**config.mk**
```make
export PLATFORM = sky130hd
export DESIGN_NAME = gpio_port_bank
export DESIGN_NICKNAME = d
export VERILOG_FILES = /design/src/gpio_port_pkg.sv /design/src/gpio_port_bank.sv
export SDC_FILE = /design/constraint.sdc
export NUM_CORES = 1
export LEC_CHECK = 0
export ABC_AREA = 0
export BUFFER_PORTS_ARGS = -buffer_cell sky130_fd_sc_hd__buf_2
export CAP_MARGIN = 10
export CORE_MARGIN = 8
export CORE_UTILIZATION = 51
export DETAILED_ROUTE_END_ITERATION = 7
export PLACE_DENSITY_LB_ADDON = 0.3
export SLEW_MARGIN = 30
export SYNTH_ARGS = -nofsm -noshare
export SYNTH_HDL_FRONTEND = slang
export SYNTH_SLANG_ARGS = --single-unit
```
**constraint.sdc**
```tcl
create_clock -name clk -period 2.55 [get_ports clk]
set_input_delay 0.51 -clock clk [delete_from_list [all_inputs] [get_ports clk]]
set_output_delay 0.51 -clock clk [all_outputs]
set_load 0.05 [all_outputs]
```
**src/gpio_port_pkg.sv**
```systemverilog
// Package with register offsets, field positions, reset values and types of the GPIO port bank.
package gpio_port_pkg;
    localparam int PIN_COUNT = 8;
    localparam int ADDR_WIDTH = 6;
    localparam logic [5:0] OFS_GLOBAL_INPUT_ENABLE = 6'h00;
    localparam logic [5:0] OFS_OUTPUT_LATCH = 6'h04;
    localparam logic [5:0] OFS_PIN_DIRECTION = 6'h08;
    localparam logic [5:0] OFS_PIN_DIRECT_READ = 6'h0C;
    localparam logic [5:0] OFS_INPUT_LEVEL_SELECT = 6'h10;
    localparam logic [5:0] OFS_INPUT_LEVEL_SELECT_EXT = 6'h14;
    localparam logic [5:0] OFS_OUTPUT_DRIVE_SELECT = 6'h18;
    localparam logic [5:0] OFS_PULL_ENABLE = 6'h1C;
    localparam logic [5:0] OFS_PULL_SELECT = 6'h20;
    localparam logic [5:0] OFS_FUNCTION_SELECT = 6'h24;
    localparam logic [5:0] OFS_FUNCTION_SELECT_EXT = 6'h28;
    localparam logic [5:0] OFS_RMW_LATCH = 6'h2C;
    localparam int BIT_ALL_PORTS_INPUT_ENABLE = 0;
    localparam int BIT_BOOT_COMM_INPUT_ENABLE = 1;
    localparam logic [7:0] RST_BYTE = 8'h00;
    localparam logic [1:0] RST_ENABLE = 2'h0;
    localparam logic [7:0] EXT_FUNCTION_PINS = 8'hFF;
    localparam logic [7:0] BOOT_COMM_PINS = 8'h03;
    typedef enum logic [1:0] {
        LEVEL_CMOS_A = 2'b00,
        LEVEL_AUTOMOTIVE = 2'b01,
        LEVEL_TTL = 2'b10,
        LEVEL_CMOS_B = 2'b11
    } input_level_type;
endpackage

```
**src/gpio_port_bank.sv**
```systemverilog
// GPIO port bank with eight pins and a classic Wishbone register slave.
`timescale 1ns/1ps
`default_nettype none
module gpio_port_bank
    import gpio_port_pkg::*;
(
    input wire logic clk,
    input wire logic reset,
    input wire logic wb_cyc_i,
    input wire logic wb_stb_i,
    input wire logic wb_we_i,
    input wire logic [gpio_port_pkg::ADDR_WIDTH-1:0] wb_adr_i,
    input wire logic [3:0] wb_sel_i,
    input wire logic [31:0] wb_dat_i,
    output logic [31:0] wb_dat_o,
    output logic wb_ack_o,
    output logic wb_err_o,
    input wire logic stop_high_impedance_state,
    input wire logic [gpio_port_pkg::PIN_COUNT-1:0] pin_i,
    output logic [gpio_port_pkg::PIN_COUNT-1:0] pin_o,
    output logic [gpio_port_pkg::PIN_COUNT-1:0] pin_oe,
    input wire logic [gpio_port_pkg::PIN_COUNT-1:0] res1_out,
    input wire logic [gpio_port_pkg::PIN_COUNT-1:0] res1_oe,
    input wire logic [gpio_port_pkg::PIN_COUNT-1:0] res2_out,
    input wire logic [gpio_port_pkg::PIN_COUNT-1:0] res2_oe,
    output logic [gpio_port_pkg::PIN_COUNT-1:0] pin_sampled,
    output logic [gpio_port_pkg::PIN_COUNT-1:0] pull_up_on,
    output logic [gpio_port_pkg::PIN_COUNT-1:0] pull_down_on,
    output logic [gpio_port_pkg::PIN_COUNT-1:0] input_buffer_on,
    output logic [gpio_port_pkg::PIN_COUNT-1:0] drive_reduced,
    output logic [gpio_port_pkg::PIN_COUNT-1:0] level_sel,
    output logic [gpio_port_pkg::PIN_COUNT-1:0] level_sel_ext
);
    import gpio_port_pkg::*;

    logic [1:0] enable_ff, nxt_enable;
    logic [7:0] output_latch_ff, nxt_output_latch;
    logic [7:0] pin_direction_ff, nxt_pin_direction;
    logic [7:0] input_level_select_ff, nxt_input_level_select;
    logic [7:0] input_level_select_ext_ff, nxt_input_level_select_ext;
    logic [7:0] output_drive_select_ff, nxt_output_drive_select;
    logic [7:0] pull_enable_ff, nxt_pull_enable;
    logic [7:0] pull_select_ff, nxt_pull_select;
    logic [7:0] function_select_ff, nxt_function_select;
    logic [7:0] function_select_ext_ff, nxt_function_select_ext;
    logic [7:0] sync1_ff;
    logic [7:0] sync2_ff;
    logic [7:0] sync3_ff;
    logic [7:0] pin_state_ff;
    logic [7:0] nxt_pin_state;
    logic [31:0] dat_ff, nxt_dat;
    logic ack_ff, nxt_ack;
    logic err_ff, nxt_err;
    logic req;
    logic wr_lane0;
    logic hit;
    logic [7:0] wbyte;
    logic [7:0] gated_in;
    logic [7:0] latch_view;
    logic [7:0] latch_driven;

    // Both enable bits must be set for a boot communication pin to listen.
    function automatic logic [7:0] input_gate(input logic [1:0] en);
        logic [7:0] g;
        g = 8'h00;
        if (en[BIT_ALL_PORTS_INPUT_ENABLE]) begin
            g = 8'hFF;
        end
        if (!en[BIT_BOOT_COMM_INPUT_ENABLE]) begin
            g = g & ~BOOT_COMM_PINS;
        end
        return g;
    endfunction

    function automatic logic is_reg(input logic [5:0] a, input logic [5:0] ofs);
        return a == ofs;
    endfunction

    // A request is taken once; the answer flop blocks it only for the cycle in which the answer is out, so a held strobe is taken again.
    assign req = wb_cyc_i && wb_stb_i && !ack_ff && !err_ff;
    assign wr_lane0 = req && wb_we_i && wb_sel_i[0];
    // Only lane zero carries register data; the upper lanes are ignored.
    assign wbyte = wb_dat_i[7:0];
    assign gated_in = input_gate(enable_ff) & ~{8{stop_high_impedance_state}};

    // Pins pass three flip-flops; a change is taken once stages two and three agree.
    always_ff @(posedge clk) begin
        if (reset) begin
            sync1_ff <= RST_BYTE;
            sync2_ff <= RST_BYTE;
            sync3_ff <= RST_BYTE;
        end else begin
            sync1_ff <= pin_i;
            sync2_ff <= sync1_ff;
            sync3_ff <= sync2_ff;
        end
    end

    // The held level only moves once two stages agree, so one unsettled sample cannot leak.
    always_ff @(posedge clk) begin
        if (reset) begin
            pin_state_ff <= RST_BYTE;
        end else begin
            pin_state_ff <= nxt_pin_state;
        end
    end

    always_comb begin
        for (int i = 0; i < PIN_COUNT; i++) begin
            nxt_pin_state[i] = (sync2_ff[i] == sync3_ff[i]) ? sync3_ff[i] : pin_state_ff[i];
        end
    end

    // Plain reads of the latch show the sampled pin for GPIO inputs.
    assign latch_driven = pin_direction_ff | function_select_ff;
    assign latch_view = (latch_driven & output_latch_ff) | (~latch_driven & pin_sampled);

    // Register decode: read data for the addressed register and the write update.
    always_comb begin
        nxt_enable = enable_ff;
        nxt_output_latch = output_latch_ff;
        nxt_pin_direction = pin_direction_ff;
        nxt_input_level_select = input_level_select_ff;
        nxt_input_level_select_ext = input_level_select_ext_ff;
        nxt_output_drive_select = output_drive_select_ff;
        nxt_pull_enable = pull_enable_ff;
        nxt_pull_select = pull_select_ff;
        nxt_function_select = function_select_ff;
        nxt_function_select_ext = function_select_ext_ff;
        nxt_dat = 32'h0000_0000;
        hit = 1'b1;

        if (is_reg(wb_adr_i, OFS_GLOBAL_INPUT_ENABLE)) begin
            nxt_dat = {30'h0000_0000, enable_ff};
            if (wr_lane0) begin
                nxt_enable = wbyte[1:0];
            end
        end else if (is_reg(wb_adr_i, OFS_OUTPUT_LATCH)) begin
            nxt_dat = {24'h00_0000, latch_view};
            if (wr_lane0) begin
                nxt_output_latch = wbyte;
            end
        end else if (is_reg(wb_adr_i, OFS_RMW_LATCH)) begin
            // The alias serves read-modify-write sequences, which must see the stored latch.
            nxt_dat = {24'h00_0000, output_latch_ff};
            if (wr_lane0) begin
                nxt_output_latch = wbyte;
            end
        end else if (is_reg(wb_adr_i, OFS_PIN_DIRECTION)) begin
            nxt_dat = {24'h00_0000, pin_direction_ff};
            if (wr_lane0) begin
                nxt_pin_direction = wbyte;
            end
        end else if (is_reg(wb_adr_i, OFS_PIN_DIRECT_READ)) begin
            // Direct reads see the pin whatever its direction.
            nxt_dat = {24'h00_0000, pin_sampled};
        end else if (is_reg(wb_adr_i, OFS_INPUT_LEVEL_SELECT)) begin
            nxt_dat = {24'h00_0000, input_level_select_ff};
            if (wr_lane0) begin
                nxt_input_level_select = wbyte;
            end
        end else if (is_reg(wb_adr_i, OFS_INPUT_LEVEL_SELECT_EXT)) begin
            nxt_dat = {24'h00_0000, input_level_select_ext_ff};
            if (wr_lane0) begin
                nxt_input_level_select_ext = wbyte;
            end
        end else if (is_reg(wb_adr_i, OFS_OUTPUT_DRIVE_SELECT)) begin
            nxt_dat = {24'h00_0000, output_drive_select_ff};
            if (wr_lane0) begin
                nxt_output_drive_select = wbyte;
            end
        end else if (is_reg(wb_adr_i, OFS_PULL_ENABLE)) begin
            nxt_dat = {24'h00_0000, pull_enable_ff};
            if (wr_lane0) begin
                nxt_pull_enable = wbyte;
            end
        end else if (is_reg(wb_adr_i, OFS_PULL_SELECT)) begin
            nxt_dat = {24'h00_0000, pull_select_ff};
            if (wr_lane0) begin
                // A pin whose pull is enabled keeps its select, so the pull never flips while on.
                nxt_pull_select = (pull_enable_ff & pull_select_ff) | (~pull_enable_ff & wbyte);
            end
        end else if (is_reg(wb_adr_i, OFS_FUNCTION_SELECT)) begin
            nxt_dat = {24'h00_0000, function_select_ff};
            if (wr_lane0) begin
                nxt_function_select = wbyte;
            end
        end else if (is_reg(wb_adr_i, OFS_FUNCTION_SELECT_EXT)) begin
            nxt_dat = {24'h00_0000, function_select_ext_ff};
            if (wr_lane0) begin
                // Only pins that have an extended function keep the bit.
                nxt_function_select_ext = wbyte & EXT_FUNCTION_PINS;
            end
        end else begin
            hit = 1'b0;
        end
        // Unmapped addresses answer with an error and change nothing.
        nxt_ack = req && hit;
        nxt_err = req && !hit;
        if (!req || !hit || wb_we_i) begin
            nxt_dat = 32'h0000_0000;
        end
    end

    always_ff @(posedge clk) begin
        if (reset) begin
            enable_ff <= RST_ENABLE;
            output_latch_ff <= RST_BYTE;
            pin_direction_ff <= RST_BYTE;
            input_level_select_ff <= RST_BYTE;
            input_level_select_ext_ff <= RST_BYTE;
            output_drive_select_ff <= RST_BYTE;
            pull_enable_ff <= RST_BYTE;
            pull_select_ff <= RST_BYTE;
            function_select_ff <= RST_BYTE;
            function_select_ext_ff <= RST_BYTE;
        end else begin
            enable_ff <= nxt_enable;
            output_latch_ff <= nxt_output_latch;
            pin_direction_ff <= nxt_pin_direction;
            input_level_select_ff <= nxt_input_level_select;
            input_level_select_ext_ff <= nxt_input_level_select_ext;
            output_drive_select_ff <= nxt_output_drive_select;
            pull_enable_ff <= nxt_pull_enable;
            pull_select_ff <= nxt_pull_select;
            function_select_ff <= nxt_function_select;
            function_select_ext_ff <= nxt_function_select_ext;
        end
    end

    // The answer drops on its own next cycle, so a held strobe is answered again every second cycle.
    always_ff @(posedge clk) begin
        if (reset) begin
            dat_ff <= 32'h0000_0000;
            ack_ff <= 1'b0;
            err_ff <= 1'b0;
        end else begin
            dat_ff <= nxt_dat;
            ack_ff <= nxt_ack;
            err_ff <= nxt_err;
        end
    end

    // Pad controls follow the registers directly, with no extra delay.
    assign wb_dat_o = dat_ff;
    assign wb_ack_o = ack_ff;
    assign wb_err_o = err_ff;
    assign pin_sampled = pin_state_ff & gated_in;
    assign input_buffer_on = gated_in;
    assign drive_reduced = output_drive_select_ff;
    assign level_sel = input_level_select_ff;
    assign level_sel_ext = input_level_select_ext_ff;

    // One slice per pin; bit position matches pin number.
    generate
        for (genvar p = 0; p < PIN_COUNT; p++) begin : g_pin
            logic res_ctl;
            logic res_val;
            logic is_out;
            logic drive_en;
            logic drive_val;
            logic pull_allowed;

            // A resource that claims the pin drives it whatever the direction bit says.
            assign res_ctl = function_select_ff[p] &&
                             (function_select_ext_ff[p] ? res2_oe[p] : res1_oe[p]);
            assign res_val = function_select_ext_ff[p] ? res2_out[p] : res1_out[p];
            assign is_out = pin_direction_ff[p] || res_ctl;
            assign drive_en = is_out && !stop_high_impedance_state;
            assign drive_val = res_ctl ? res_val : output_latch_ff[p];
            assign pin_oe[p] = drive_en;
            assign pin_o[p] = drive_en && drive_val;

            // Pulls only act on a listening pin; the pull-up also yields to the stop state.
            assign pull_allowed = pull_enable_ff[p] && !is_out;
            assign pull_up_on[p] = pull_allowed && pull_select_ff[p] && !stop_high_impedance_state;
            assign pull_down_on[p] = pull_allowed && !pull_select_ff[p];
        end
    endgenerate
endmodule
`default_nettype wire

```
==> results.json, run 1 <==
{
  "vias": 5654,
  "end_kind": "output port",
  "cts_tree": "built",
  "rows": 39,
  "place.detailed.hpwl_um": 14400,
  "synth_edf_count": 0,
  "synthTopCellsByArea": "dfxtp_1, mux2i_1, nor2_1",
  "overflow": 0,
  "tns_ps": 0,
  "grt_pass1_wl_um": 30200,
  "fin_crit_ps": 2480,
  "grt_use_met2": 0.403,
  "coreArea_um2": 11500,
  "async_flop_share": 0,
  "dieArea_um2": 15500,
  "cts_htree_levels": 4,
  "dp.cells": 956,
  "gp_congestion": 0.902,
  "ys_types": 63,
  "crit_fanout": 4,
  "avgSynthCellArea_um2": 8.82,
  "use_met1": 0.286,
  "finalPower_mw": 4.55,
  "root_buffer": "clkbuf_16",
  "layout.nets": 920,
  "final_cell_mix": "buf_2, dfxtp_1, nor2_1, mux2i_1, buf_4",
  "ios": 194,
  "routed_via_density": 5.72,
  "die_x_um": 125,
  "ys_seq_area_frac": 0.386,
  "synth_warnings": 0,
  "use_met3": 0.0736,
  "synth_ff_type": "dfxtp_1",
  "fin_crit_sh": 0.971,
  "final-hold-violation-count": 0,
  "maxCapViolCount": 0,
  "clk_pin_slew_ps": 60,
  "hold_buffers": 0,
  "worst_pin_slew_ps": 753,
  "layout_commonest_cell": "buf_2",
  "avgRoutedWirePerCell_um": 19.8,
  "grt_pass1_vias": 5558,
  "die_h_um": 125,
  "maxSlewHeadroom": 0.498,
  "syn_area_um2": 6020,
  "routed_wirelength_um": 19600,
  "worst_ep_required_time_ps": 2040,
  "cp-start-kind": "flip-flop",
  "yosysTopAreaCellShare": 0.386,
  "ant_nets": 0,
  "clkLatencyLatePin_ps": 410,
  "diodes": 0,
  "syn_to_final_growth_pct": 26.4,
  "grt_busiest_layer": "met2",
  "maxSlewViolCount": 0,
  "drive_gt1_frac": 0.320,
  "synthCells": 683,
  "post_dp_cell_area_um2": 6980,
  "hold_path_class": "in -> reg",
  "final_cells": 988,
  "path_class": "reg -> out",
  "drt_iter0_markers": 381,
  "fmax_mhz": 404,
  "outcome": "finished, final reports clean",
  "cts.path.max_buffers": 2,
  "grt_max_degree": 108,
  "ys_ff_latch": 116,
  "cts_buffers": 17,
  "synth_top_area_cell": "dfxtp_1",
  "p_per_area_nw_per_um2": 598,
  "io_buffer_count": 142,
  "peakVddDrop_uv": 422,
  "drcViolationCount": 0,
  "worst-r2r-setup-slack_ps": 320,
  "rsz0062_at_grt": "yes",
  "clock-sinks": 116,
  "dr.pass1.iters": 5,
  "antenna_found_initial": 0,
  "arrival_ps": 1970,
  "setup_viol": 0,
  "grt_use_total": 0.243,
  "start_util": 0.525,
  "stdcell_area_um2": 7610,
  "finClkSkew_ps": 5.54,
  "leakage_nw": 3.17
}
## worst max-delay path: stages (launching register included)
cell and delay [ps]:
dfxtp_1 460, mux2i_1 270, nor2b_2 90, nor2_2 180
nand2_1 140, nor3b_2 170, clkbuf_4 250
## stage by stage
step / setup slack [ps] / utilization / hold WS (ps)
after CTS: 2.28 / 0.660 / 296
after global routing: -48.9 / 0.664 / 296
after global placement: 188 / 0.608 / 416
after floorplan: 89.9 / - / 414
final: 73.2 / 0.664 / 306
after detailed placement: 148 / 0.608 / 429
## synth_stat cells (9+ instances only)
cell and n:
a21oi_1 31, nand3b_1 9, buf_4 39, buf_1 11, dfxtp_1 116, clkbuf_1 25, nor2_1 112, nand2_1 31
nor3b_1 9, o21ai_0 31, mux2i_1 87, nor2b_1 35
## where the power goes
| part | leakage (nW) | internal (mW) | switching (mW) |
|---|---|---|---|
| sequential | 0.938 | 1.83 | 0.00671 |
| combinational | 1.95 | 0.0989 | 0.249 |
| clock | 0.283 | 1.47 | 0.896 |
## path summary, 6_finish.rpt
check,startpoint,end,depth (start not counted)
setup / recovery,function_select_ext_ff[2]$_SDFFE_PP0P_,pull_up_on[2],6
hold / removal,pin_i[3],sync1_ff[3]$_SDFF_PP0_,2
setup reg to reg,wb_err_o$_SDFF_PP0_,output_latch_ff[3]$_SDFFE_PP0P_,6
hold reg to reg,sync1_ff[6]$_SDFF_PP0_,sync2_ff[6]$_SDFF_PP0_,1
## metal layers
layer | vias up | routed length [µm]
met5 | - | 0
met2 | 261 | 9400
met3 | 49 | 1600
met1 | 2683 | 7970
met4 | 0 | 622
li1 | 2661 | -
## what timing repair did
| action | CTS | global route |
|---|---|---|
| endpoints found under the setup margin | 0 | 11 |
| buffers inserted | 0 | 0 |
| gates resized for setup | 0 | 19 |
## kinds of logic after synthesis
group	after synthesis	share of synthesized area
buffers and inverters	90	0.0868
XOR/XNOR	1	0.00145
AO/OA/AOI/OAI	131	0.139
AND/OR/NAND/NOR	248	0.223
other	1	0.000623
multiplexers	96	0.163
flip-flops	116	0.386
## area by class of cell
class | count | area [µm²]
inverter | 4 | 15.0
clock buffer | 18 | 439
timing repair buffer | 193 | 1140
clock inverter | 14 | 154
sequential | 116 | 2320
tap | 143 | 179
fill | 949 | 3850
multi-input combinational | 500 | 3370
Note: power is estimated with default switching activity, not from simulation.
==> inputs of run 2 (changes only) <==
Settings changed: RECOVER_POWER set to 50.
==> results.json, run 2 (synthesis results as in run 1) <==
{
  "outcome": "finished with violations",
  "violations": "max-capacitance violations, max-slew violations",
  "die_h_um": 125,
  "hold_path_class": "in -> reg",
  "peakVddDrop_uv": 423,
  "leakage_nw": 2.95,
  "fin_crit_ps": 2490,
  "cts_tree": "built",
  "drcViolationCount": 0,
  "rr_worst_depth": 7,
  "cts_buffers": 17,
  "avgRoutedWirePerCell_um": 19.9,
  "crit_fanout": 8,
  "tns_ps": 0,
  "drive_gt1_frac": 0.262,
  "pre_cts_ws_ps": 148,
  "dr.pass1.iters": 5,
  "overflow": 0,
  "whs_path_depth": 2,
  "place.detailed.hpwl_um": 14400,
  "vias": 5673,
  "worst-r2r-setup-slack_ps": 60,
  "routed_wirelength_um": 19700,
  "holdPathEnd": "sync1_ff[3]$_SDFF_PP0_",
  "arrival_ps": 2710,
  "p_per_area_nw_per_um2": 606,
  "cts_htree_levels": 4,
  "fin_crit_sh": 0.975,
  "grt_use_total": 0.243,
  "io_buffer_count": 142,
  "clk_pin_slew_ps": 50,
  "routed_via_density": 5.74,
  "grt_max_degree": 108,
  "layout_commonest_cell": "dfxtp_1",
  "setup_viol": 0,
  "root_buffer": "clkbuf_16",
  "maxCapViolCount": 1,
  "end_kind": "flip-flop",
  "ant_nets": 0,
  "layout.nets": 920,
  "grt_pass1_wl_um": 30200,
  "path_class": "reg -> reg",
  "r2r_end": "pin_direction_ff[7]$_SDFFE_PP0P_",
  "diodes": 0,
  "syn_to_final_growth_pct": 24.5,
  "gp_congestion": 0.902,
  "worst_ep_required_time_ps": 2770,
  "reg2reg_from": "wb_err_o$_SDFF_PP0_",
  "finClkSkew_ps": 6.47,
  "antenna_found_initial": 0,
  "die_x_um": 125,
  "postLayoutCoreUtil": 0.654,
  "cp-start-kind": "flip-flop",
  "cts.path.max_buffers": 2,
  "worst_pin_slew_ps": 2050,
  "drt_iter0_markers": 462,
  "rows": 39,
  "dieArea_um2": 15500,
  "ios": 194,
  "final_cell_mix": "dfxtp_1, nor2_1, buf_2, mux2i_1, buf_4",
  "coreArea_um2": 11500,
  "maxSlewHeadroom": -0.364,
  "grt_pass1_vias": 5558,
  "min_from": "pin_i[3]",
  "rsz0062_at_grt": "yes",
  "clkLatencyLatePin_ps": 410,
  "fmax_mhz": 402,
  "final-hold-violation-count": 0,
  "setup_ws_ps": 63.1,
  "maxSlewViolCount": 108,
  "clock-sinks": 116,
  "start_util": 0.525,
  "postCtsSetupBuffers": 0
}
run 2: cell types whose count changed in the layout (fill, tap and decap cells not counted), moves of 3 or more:
cell / delta
clkbuf_1: +44
buf_2: -42
buf_4: -6
clkbuf_2: +5
nor3_1: +3
nor3_4: -3
run 2: cell type report:
class | count | area [µm²]
Clock buffer | 18 | 439
Clock inverter | 14 | 154
Fill cell | 992 | 3970
Inverter | 4 | 15.0
Multi-Input combinational cell | 500 | 3330
Sequential cell | 116 | 2320
Tap cell | 143 | 179
Timing Repair Buffer | 193 | 1060
run 2: routing by layer:
metal | part of all wire | up-vias | track usage
met5 | 0 | - | 0
met3 | 0.084 | 55 | 0.0736
met2 | 0.48 | 288 | 0.403
met4 | 0.034 | 0 | 0.0978
li1 | - | 2665 | -
met1 | 0.41 | 2665 | 0.286
run 2: critical path, stage by stage, from the launching register on:
cell	delay, ps
dfxtp_1	300
nand4bb_1	230
or2_0	420
clkbuf_2	330
nor3_1	450
buf_4	280
mux2i_1	230
nor2_1	50
run 2: where the power goes:
group | switching (mW) | total, mW | internal (mW)
Combinational | 0.246 | 0.342 | 0.0962
Sequential | 0.00671 | 1.84 | 1.83
Clock | 0.894 | 2.37 | 1.47
run 2: how the worst max path moves through the flow:
stage / startpoint / endpoint / slack, ps / cells past startpoint
floorplan: res2_oe[2] / pin_o[2] / 90 / 4
global placement: wb_adr_i[1] / wb_dat_o[2]$_SDFF_PP0_ / 190 / 8
detailed placement: wb_cyc_i / output_latch_ff[3]$_SDFFE_PP0P_ / 150 / 7
CTS: function_select_ext_ff[2]$_SDFFE_PP0P_ / pull_up_on[2] / 2 / 6
global route: function_select_ext_ff[2]$_SDFFE_PP0P_ / pull_up_on[2] / -50 / 6
finish: wb_err_o$_SDFF_PP0_ / pin_direction_ff[7]$_SDFFE_PP0P_ / 60 / 7
run 2: what timing repair did:
item	4_1_cts	5_1_grt
gates resized for setup	0	19
hold endpoints to repair	0	0
hold buffers	0	0
setup endpoints to repair	0	11
run 2: stage by stage:
stage	instances	hold WS (ps)	power (mW)	area (µm²)
finish	988	306	4.55	7500
global route	988	296	4.69	7500
CTS	988	296	4.56	7570
detailed placement	956	429	2.22	6980
global placement	956	416	2.21	6980
floorplan	706	414	2.14	6200
